**config.mk**
```make
export PLATFORM = sky130hd
export DESIGN_NAME = isolated_input_irq_filter
export DESIGN_NICKNAME = d
export VERILOG_FILES = /design/src/inc/din_pkg.sv /design/src/hw/isolated_input_irq_filter.sv
export SDC_FILE = /design/constraint.sdc
export NUM_CORES = 1
export LEC_CHECK = 0
export BUFFER_PORTS_ARGS = -buffer_cell sky130_fd_sc_hd__buf_2
export CAP_MARGIN = 20
export CORE_ASPECT_RATIO = 1.75
export CORE_UTILIZATION = 28
export CTS_BUF_LIST = sky130_fd_sc_hd__clkbuf_4 sky130_fd_sc_hd__clkbuf_8
export DETAILED_ROUTE_END_ITERATION = 8
export PLACE_DENSITY = 0.53
export SLEW_MARGIN = 30
export SYNTH_ARGS = -nofsm -noshare
export SYNTH_HDL_FRONTEND = slang
export SYNTH_SLANG_ARGS = --single-unit
```
**constraint.sdc**
```tcl
create_clock -name mclk -period 5.05 [get_ports mclk]
set_input_delay 0.505 -clock mclk [delete_from_list [all_inputs] [get_ports mclk]]
set_output_delay 0.505 -clock mclk [all_outputs]
set_load 0.03 [all_outputs]
```
**src/inc/din_pkg.sv**
```systemverilog
package din_pkg;
   // channel count
   localparam int NUM_CH = 32;
   // i/o window: 32 bytes, aligned on 32 bytes
   localparam int WIN_BYTES = 32;
   localparam int WIN_ABITS = 5;
   localparam int ADDR_W = 16;
   // filter setting width and reset values
   localparam int FILT_W = 4;
   localparam logic [FILT_W-1:0] FILT_RST = 4'h0;
   // one filter tick is this many clocks; 1 us at 50 MHz
   localparam int CLK_MHZ = 50;
   localparam int TICK_NS = 1000;
   localparam int TICK_CYC = (TICK_NS * CLK_MHZ) / 1000;
   localparam logic [31:0] ZERO32 = 32'h0000_0000;

   typedef struct packed {
      logic [31:0] enable;
      logic [31:0] rising;
      logic [31:0] clear;
   } irq_cfg_t;
endpackage

```
**src/hw/isolated_input_irq_filter.sv**
```systemverilog
`timescale 1ns/1ps
// How it works
// - pin high reads 0, pin low reads 1
// - thirty-two readable inputs, each interrupt capable
// - enabled flags merge into one request
// - per input rising or falling edge select
// - per input interrupt enable gates flag
// - software-set digital filter on every input
// - window decode is 32 bytes, 32-aligned
module isolated_input_irq_filter import din_pkg::*; #(
   parameter int CH = NUM_CH,
   parameter int TICK = TICK_CYC
) (
   // clock and reset
   input wire logic mclk,
   input wire logic resetn,
   // isolated input pins
   input wire logic [CH-1:0] pin_in,
   // window decode
   input wire logic [ADDR_W-1:0] io_addr,
   input wire logic [ADDR_W-1:0] io_base,
   output logic win_hit,
   // control
   input wire logic [FILT_W-1:0] filt_sel,
   input wire irq_cfg_t irq_cfg,
   // status
   output logic [CH-1:0] din_value,
   output logic [CH-1:0] irq_flag,
   output logic irq_req
);
   // counters sized from the parameters; the tick counter is kept
   // just wide enough for the configured tick length
   localparam int TICK_W = (TICK > 1) ? $clog2(TICK) : 1;
   localparam logic [TICK_W-1:0] TICK_LAST = TICK_W'(TICK - 1);
   localparam logic [TICK_W-1:0] TICK_ZERO = '0;
   localparam logic [TICK_W-1:0] TICK_ONE = TICK_W'(1);
   localparam logic [FILT_W-1:0] FILT_ONE = FILT_W'(1);
   // pins idle high; a synchroniser reset low would fake an edge on
   // every channel at the first clock after reset
   localparam logic [CH-1:0] PIN_IDLE = '1;
   localparam logic VAL_IDLE = 1'b0;
   localparam logic FLAG_IDLE = 1'b0;

   // refuse settings the counters and the decode cannot serve
   if (CH < 1 || CH > NUM_CH) begin : g_bad_ch
      $error("channel count out of range");
   end
   if (TICK < 1) begin : g_bad_tick
      $error("tick must be at least one clock");
   end
   if (WIN_BYTES != (1 << WIN_ABITS)) begin : g_bad_win
      $error("window size and decode width disagree");
   end
   if (WIN_ABITS >= ADDR_W) begin : g_bad_addr
      $error("window decode wider than the address");
   end
   if ($bits(irq_cfg_t) != 3 * NUM_CH) begin : g_bad_cfg
      $error("interrupt settings do not cover every channel");
   end

   // synchroniser
   logic [CH-1:0] sync1_q;
   logic [CH-1:0] sync1_d;
   logic [CH-1:0] sync2_q;
   logic [CH-1:0] sync2_d;
   // filter timebase
   logic [TICK_W-1:0] tick_q;
   logic [TICK_W-1:0] tick_d;
   logic tick_p;
   // per-channel results gathered for the ports
   wire logic [CH-1:0] val_all;
   wire logic [CH-1:0] flag_all;
   // request merge and window decode
   logic req_d;
   logic [ADDR_W-WIN_ABITS-1:0] addr_blk;
   logic [ADDR_W-WIN_ABITS-1:0] base_blk;

   // two-flop synchroniser; only the second stage feeds the filters
   always_comb begin
      sync1_d = pin_in;
      sync2_d = sync1_q;
   end

   // synchroniser state
   always_ff @(posedge mclk or negedge resetn) begin
      if (!resetn) begin
         sync1_q <= PIN_IDLE;
         sync2_q <= PIN_IDLE;
      end else begin
         sync1_q <= sync1_d;
         sync2_q <= sync2_d;
      end
   end

   // shared filter timebase: one pulse every TICK clocks; one counter
   // for all channels trades a partial first tick for much less logic
   always_comb begin
      tick_p = (tick_q == TICK_LAST);
      if (tick_p) begin
         tick_d = TICK_ZERO;
      end else begin
         tick_d = tick_q + TICK_ONE;
      end
   end

   // timebase state
   always_ff @(posedge mclk or negedge resetn) begin
      if (!resetn) begin
         tick_q <= TICK_ZERO;
      end else begin
         tick_q <= tick_d;
      end
   end

   // per channel: filter, edge select and sticky flag
   for (genvar g = 0; g < CH; g++) begin : g_ch
      // filter state
      logic raw;
      logic differs;
      logic filt_off;
      logic count_done;
      logic [FILT_W-1:0] cnt_q;
      logic [FILT_W-1:0] cnt_d;
      logic [FILT_W-1:0] cnt_inc;
      logic val_q;
      logic val_d;
      // edge and flag state
      logic rise_hit;
      logic fall_hit;
      logic edge_hit;
      logic flag_set;
      logic flag_keep;
      logic flag_q;
      logic flag_d;

      // the value flips only once the raw level has stood opposite
      // across filt_sel tick pulses; zero passes it straight through.
      // the first tick may come early, so a step can be one tick short
      always_comb begin
         raw = ~sync2_q[g];
         differs = (raw != val_q);
         filt_off = (filt_sel == FILT_RST);
         cnt_inc = cnt_q + FILT_ONE;
         count_done = (cnt_inc >= filt_sel);
         cnt_d = cnt_q;
         val_d = val_q;
         if (!differs) begin
            cnt_d = FILT_RST;
         end else if (filt_off) begin
            val_d = raw;
         end else if (tick_p) begin
            if (count_done) begin
               val_d = raw;
               cnt_d = FILT_RST;
            end else begin
               cnt_d = cnt_inc;
            end
         end
      end

      // idle pins read 0, so the filtered value resets to 0
      always_ff @(posedge mclk or negedge resetn) begin
         if (!resetn) begin
            cnt_q <= FILT_RST;
            val_q <= VAL_IDLE;
         end else begin
            cnt_q <= cnt_d;
            val_q <= val_d;
         end
      end

      // edge select and sticky flag; a set beats a clear in one cycle.
      // clear is a level: held high it keeps clearing every cycle
      always_comb begin
         rise_hit = val_d & ~val_q;
         fall_hit = ~val_d & val_q;
         if (irq_cfg.rising[g]) begin
            edge_hit = rise_hit;
         end else begin
            edge_hit = fall_hit;
         end
         flag_set = edge_hit & irq_cfg.enable[g];
         flag_keep = flag_q & ~irq_cfg.clear[g];
         flag_d = flag_set | flag_keep;
      end

      // flag state
      always_ff @(posedge mclk or negedge resetn) begin
         if (!resetn) begin
            flag_q <= FLAG_IDLE;
         end else begin
            flag_q <= flag_d;
         end
      end

      assign val_all[g] = val_q;
      assign flag_all[g] = flag_q;
   end

   // request merge
   always_comb begin
      // a flag kept from an enabled spell is masked once disabled
      req_d = |(flag_all & irq_cfg.enable[CH-1:0]);
   end

   // window decode: only the bits above the 32-byte block are compared,
   // so any base on a block boundary works and its low bits are ignored
   always_comb begin
      addr_blk = io_addr[ADDR_W-1:WIN_ABITS];
      base_blk = io_base[ADDR_W-1:WIN_ABITS];
   end

   // outputs: values and flags straight from flip-flops
   assign din_value = val_all;
   assign irq_flag = flag_all;
   assign irq_req = req_d;
   assign win_hit = (addr_blk == base_blk);
endmodule // isolated_input_irq_filter

```
# Word-level counts from Yosys, hierarchy flattened
# Cells that the tools add are included.
[word_totals] register_bits=262 latchBits=0 mem_bits_rw=0 romBits=0 inputBits=166 output_inout_bits=66 word_cells=874 n_memories=0
[op_classes] add_sub_neg=33 multipliers=0 n_div=0 order_cmp=32 eq_ne=98 n_shift=0 mux=289 bitwise_logic=289 n_reduce_logical=34
[ops] operator="$mux W4" count=128
[ops] operator="$mux W1" count=160
[ops] operator="$add A4 B1 Y4 const B" count=32
[ops] operator="$and A1 B1 Y1" count=128
[ops] operator="$ge A4 B4 Y1" count=32
[ops] operator="$ne A2 B2 Y1 const B" count=64
[ops] operator="$not A1 Y1" count=128
[ops] operator="$reduce_and A2 Y1" count=32
[ops] operator="$and A32 B32 Y32" count=1
[ops] operator="$ne A1 B1 Y1" count=32
[ops] operator="$or A1 B1 Y1" count=32
[ops] operator="$reduce_or A32 Y1" count=1
[ops] operator="$eq A11 B11 Y1" count=1
[ops] operator="$add A6 B1 Y6 const B" count=1
[ops] operator="$eq A6 B6 Y1 const B" count=1
[ops] operator="$mux W6" count=1
[ops] operator="$logic_not A4 Y1" count=1

# Longest topological paths before layout
[logic_depth] depth_word=11 mapped_depth=9

# Least setup slack after synthesis
# Ideal clock, no wire load.
[synth_timing] path_type="input -> register" from="in filt_sel[2]" to="reg g_ch[7].flag_q" setup_time_ns=0.121 arrival_ns=2.423 path_slack_ns=2.505 path_stages=7 n_path_buf=0 path_cell_list="inv_1 > ha_1 > a21oi_1 > o21ai_0 > a21oi_1 > o21ai_0 > a32o_1"
[synth_via] elab_chain_cells=10 elab_cells_between_ends=12 classes_between="order compare (1); mux (5); bitwise (5); reduce/logical (1)"
[synth_lines] item="start: declaration" line="isolated_input_irq_filter.sv:24" source="input wire logic [FILT_W-1:0] filt_sel,"
[synth_lines] item="$ge A4 B4 Y1" line="isolated_input_irq_filter.sv:144" source="count_done = (cnt_inc >= filt_sel);"
[synth_lines] item="$mux W1" line="isolated_input_irq_filter.sv:152" source="if (count_done) begin"
[synth_lines] item="$mux W1" line="isolated_input_irq_filter.sv:151" source="end else if (tick_p) begin"
[synth_lines] item="$mux W1 *" line="isolated_input_irq_filter.sv:149" source="end else if (filt_off) begin"
[synth_lines] item="$mux W1 *" line="isolated_input_irq_filter.sv:147" source="if (!differs) begin"
[synth_lines] item="$not A1 Y1" line="isolated_input_irq_filter.sv:176" source="fall_hit = ~val_d & val_q;"
[synth_lines] item="$and A1 B1 Y1" line="isolated_input_irq_filter.sv:176"
[synth_lines] item="$mux W1 *" line="isolated_input_irq_filter.sv:177" source="if (irq_cfg.rising[g]) begin"
[synth_lines] item="$and A1 B1 Y1 *" line="isolated_input_irq_filter.sv:182" source="flag_set = edge_hit & irq_cfg.enable[g];"
[synth_lines] item="$or A1 B1 Y1 *" line="isolated_input_irq_filter.sv:184" source="flag_d = flag_set | flag_keep;"
[synth_lines] item="via g_ch[7].flag_d" line="isolated_input_irq_filter.sv:134" source="logic flag_d;"
[synth_lines] item="end signal: assignment" line="isolated_input_irq_filter.sv:192" source="flag_q <= flag_d;"
[synth_lines] item="end: declaration" line="isolated_input_irq_filter.sv:133" source="logic flag_q;"
# Mark *: on every way through the listed nets, which the timed path passes. The rest lies on a longest branch.
# A chain may end at the register's enable or synchronous reset.

# Worst setup path after layout
[layout_timing] from="reg g_ch[20].flag_q" to="out irq_req"
[layout_via] elab_chain_cells=2
[layout_lines] item="start: declaration" line="isolated_input_irq_filter.sv:133"
[layout_lines] item="start signal: assignment" line="isolated_input_irq_filter.sv:192"
[layout_lines] item="$and A32 B32 Y32" line="isolated_input_irq_filter.sv:203" source="req_d = |(flag_all & irq_cfg.enable[CH-1:0]);"
[layout_lines] item="$reduce_or A32 Y1" line="isolated_input_irq_filter.sv:203"
[layout_lines] item="end: declaration" line="isolated_input_irq_filter.sv:29" source="output logic irq_req"
# No other way between the ends.

==> reports/metrics.csv <==
stage,metric,value,unit
outcome,status,"complete, no violations",
placed_design,RePlAce Congestion,0.780,
placed_design,Post-Place Setup Slack,1920,ps
hold_path,min-delay worst type,primary input to flip-flop,
finish,Nets,2220,
timing,Hold Fails Final Rpt,0,
clock_network,Clock Sinks,262,
synth,Synth Area in Simple Gates,17.0,%
route,Top Layer Used,met5,
timing,Rel. slew slack,40.2,%
placed_design,number of I/O port buffers,221,
worst_setup_path,CP Capture Type,output port,
placed_design,placed instance count,2505,
timing,Worst Tran Pin Value,897,ps
route,Met3 Wirelength,1640,µm
global_routing,vias in the first global route,12900,
clock_network,Clock Path Buffers,3,
power,pwr dens,284,mW/mm²
synth,sequential area share after synthesis,42.3,%
synth,Syn Inst Count,1673,
clock_network,Clock Latency Late Sink,610,ps
finish,Multi-input gate area,0.00814,mm²
timing,Final setup violation count,0,
route,first-pass iteration count of the detailed router,6,
power,Clk pwr share,40.6,%
global_routing,antenna violations before repair,4,
synth,Mean Syn Cell Area,9.37,µm²
timing,f_max,0.315,GHz
finish,final core occ,33.6,%
power,total power,5.26,mW
worst_setup_path,type of origin of the critical path,flip-flop,
synth,Most used DFF post-synth,dfrtp_1,
power,Power Internal,3.68,mW
global_routing,largest net degree at the start of global routing,110,
route,Iter 0 DRT Violations,406,
timing,RSZ-0062 raised after global routing,no,
global_routing,first-pass GRT wire length,65300,µm
synth,largest family of logic cells by synthesized area,simple AND/OR/NAND/NOR gates,
worst_setup_path,CP max FO,3,
synth,Synth async-reset ratio,100,%
synth,Mapped Area,0.0157,mm²
power,Sw Pwr,1.58,mW
synth,Adder-Cell Fraction of Synth Area,12.9,%
synth,Cell variety after synth,39,
power,Max VDD drop,169,µV
timing,Layout Skew,20.6,ps
finish,"most common cell after layout, fill and taps aside",nand2_1,
synth,Yosys reg bits,262,
route,WL met2,21400,µm
global_routing,overflow left after global routing,0,
finish,layout cells sized above 1,20.4,%
route,metal1 wirelength,16300,µm
worst_setup_path,Worst EP required,4550,ps
worst_setup_path,critical path class,flip-flop to output port,
job,max_cap viols,0,
global_routing,GRT Total Usage,14.4,%
finish,register area,0.00664,mm²
finish,fillers,5647,
route,DRC,0,
timing,max-slew violation count,0,
die,Site Rows,114,
placed_design,Post-DP Area,0.0171,mm²
power,Leak Pwr,8.89,nW
clock_network,Num CTS Buffers,46,
clock_network,clk root buf,clkbuf_8,
timing,total negative slack,0,ps
worst_setup_path,Slowest cell on crit path,or4_1,
route,via count,12800,
timing,tightest hold margin,70.6,ps
timing,Setup WS post-layout,1870,ps
route,Routed WL,40600,µm
die,initial cell density of the core,28.4,%
synth,compound-gate portion of the synthesized area,13.8,%
synth,Syn Nets,2001,
finish,"commonest non-fill, non-tap cells in the layout","274 x nand2_1, 220 x buf_2, 198 x dfrtp_1, 162 x a21oi_1, 162 x ha_1",
route,Final ANT Viol Nets,0,
worst_setup_path,worst-path cell chain,"a22oi_1, nand4_1, or4_1, buf_2",
clock_network,H-tree Lvls,2,
die,die height,315,µm
clock_network,setup bufs post-CTS,0,
finish,Finished Cell Area,0.0185,mm²
route,DR vias/cell,4.87,
worst_setup_path,CP peak stage delay,650,ps
finish,Non-Filler Instances,2627,
power,Logic pwr share,15.3,%
die,CORE AREA,0.0552,mm²
finish,area delta synth->final,18.3,%
synth,warnings from Yosys,0,
synth,"EDFF count, synth",0,
timing,Tmin final,3180,ps
route,Avg WL per Cell,15.5,µm
clock_network,CTS tree,yes,
power,Net Sw Frac,30.0,%
timing,final worst-path cycle share,62.9,%
synth,Synth Area in XOR/XNOR,6.15,%
die,die width,181,µm
clock_network,Worst-path clk slew,60,ps
die,Die ar.,0.0570,mm²
power,Flop pwr share,44.1,%
synth,mux cell area share after synthesis,1.92,%
worst_setup_path,Critical Path AT,2670,ps
die,# IOs,232,
placed_design,DP HPWL,27600,µm
==> cell usage after synthesis, drive strengths merged (19+ instances only) <==
cell	count	area share [%]
nand3	94	3.0
dfstp	64	11
ha	162	13
nor2b	33	1.3
dfrtp	198	32
inv	66	1.6
nand3b	19	0.91
a31oi	36	1.4
nor2	63	1.5
buf	92	4.1
nand4b	32	1.8
xor2	65	3.6
a21oi	162	5.2
nor3	24	0.77
o21ai	100	3.2
o22ai	19	0.76
xnor2	45	2.5
mux2i	30	1.9
nand2	275	6.6
==> power by group through the flow <==
| stage | combinational [mW] | sequential [mW] | clock [mW] |
|---|---|---|---|
| after CTS | 0.820 | 2.32 | 2.25 |
| after floorplan | 0.559 | 2.33 | 0 |
| final | 0.803 | 2.32 | 2.13 |
| after global routing | 0.895 | 2.34 | 2.31 |
| after detailed placement | 0.796 | 2.36 | 0 |
| after global placement | 0.786 | 2.35 | 0 |
==> state kept, by name, summed over array words and instances, names as in the netlist <==
signal / cells
tick_q: 6
g_ch.flag_q: 32
sync2_q: 32
sync1_q: 32
g_ch.cnt_q: 128
g_ch.val_q: 32
==> metal layers <==
metal	vias to the layer above	global-route usage (%)
met1	6133	15.9
met4	6	5.75
met2	288	27.2
li1	6287	-
met3	79	2.19
met5	-	0
==> worst paths after layout <==
check	startpoint	endpoint	slack [ps]	cells after the start
max	g_ch[20].flag_q	irq_req	1870	4
min	irq_cfg[14]	g_ch[14].flag_q	70	2
max reg2reg	g_ch[29].cnt_q[0]	g_ch[29].flag_q	2550	8
min reg2reg	sync1_q[16]	sync2_q[16]	350	0
max in group asynchronous	resetn	g_ch[30].cnt_q[0]	3370	4
min in group asynchronous	resetn	g_ch[28].flag_q	350	2
==> kinds of logic (layout without fill, tap and decap cells) <==
group / count (synthesis) / after routing
AOI/OAI and AO/OA: 381 / 381
xor gates and xnor gates: 110 / 110
buffers and inverters: 164 / 420
DFF: 262 / 262
muxes: 30 / 30
and+or+nand+nor: 564 / 564
other: 0 / 2
adders and majority gates: 162 / 162
==> worst max-delay path: cells and delay by family, from the launching register on <==
| family | cells | cell delay, ps |
|---|---|---|
| compound gates | 1 | 500 |
| buf+inv | 1 | 220 |
| flops | 1 | 400 |
| simple gates | 2 | 950 |
==> final cells by class <==
cell class,count,share of cell area [%]
clock inverter,7,0.230
timing repair buffer,269,8.81
sequential,262,35.8
inverter,66,1.34
multi-input combinational,1247,43.9
antenna,2,0.0270
clock buffer,78,5.15
tap,696,4.70
==> timing repair <==
action | 4_1_cts | 5_1_grt
hold buffers | 33 | 0
gates resized for setup | 0 | 0
endpoints found under the setup margin | 0 | 0
hold endpoints to repair | 65 | 0
No activity file was read; power rests on OpenSTA's default activity.
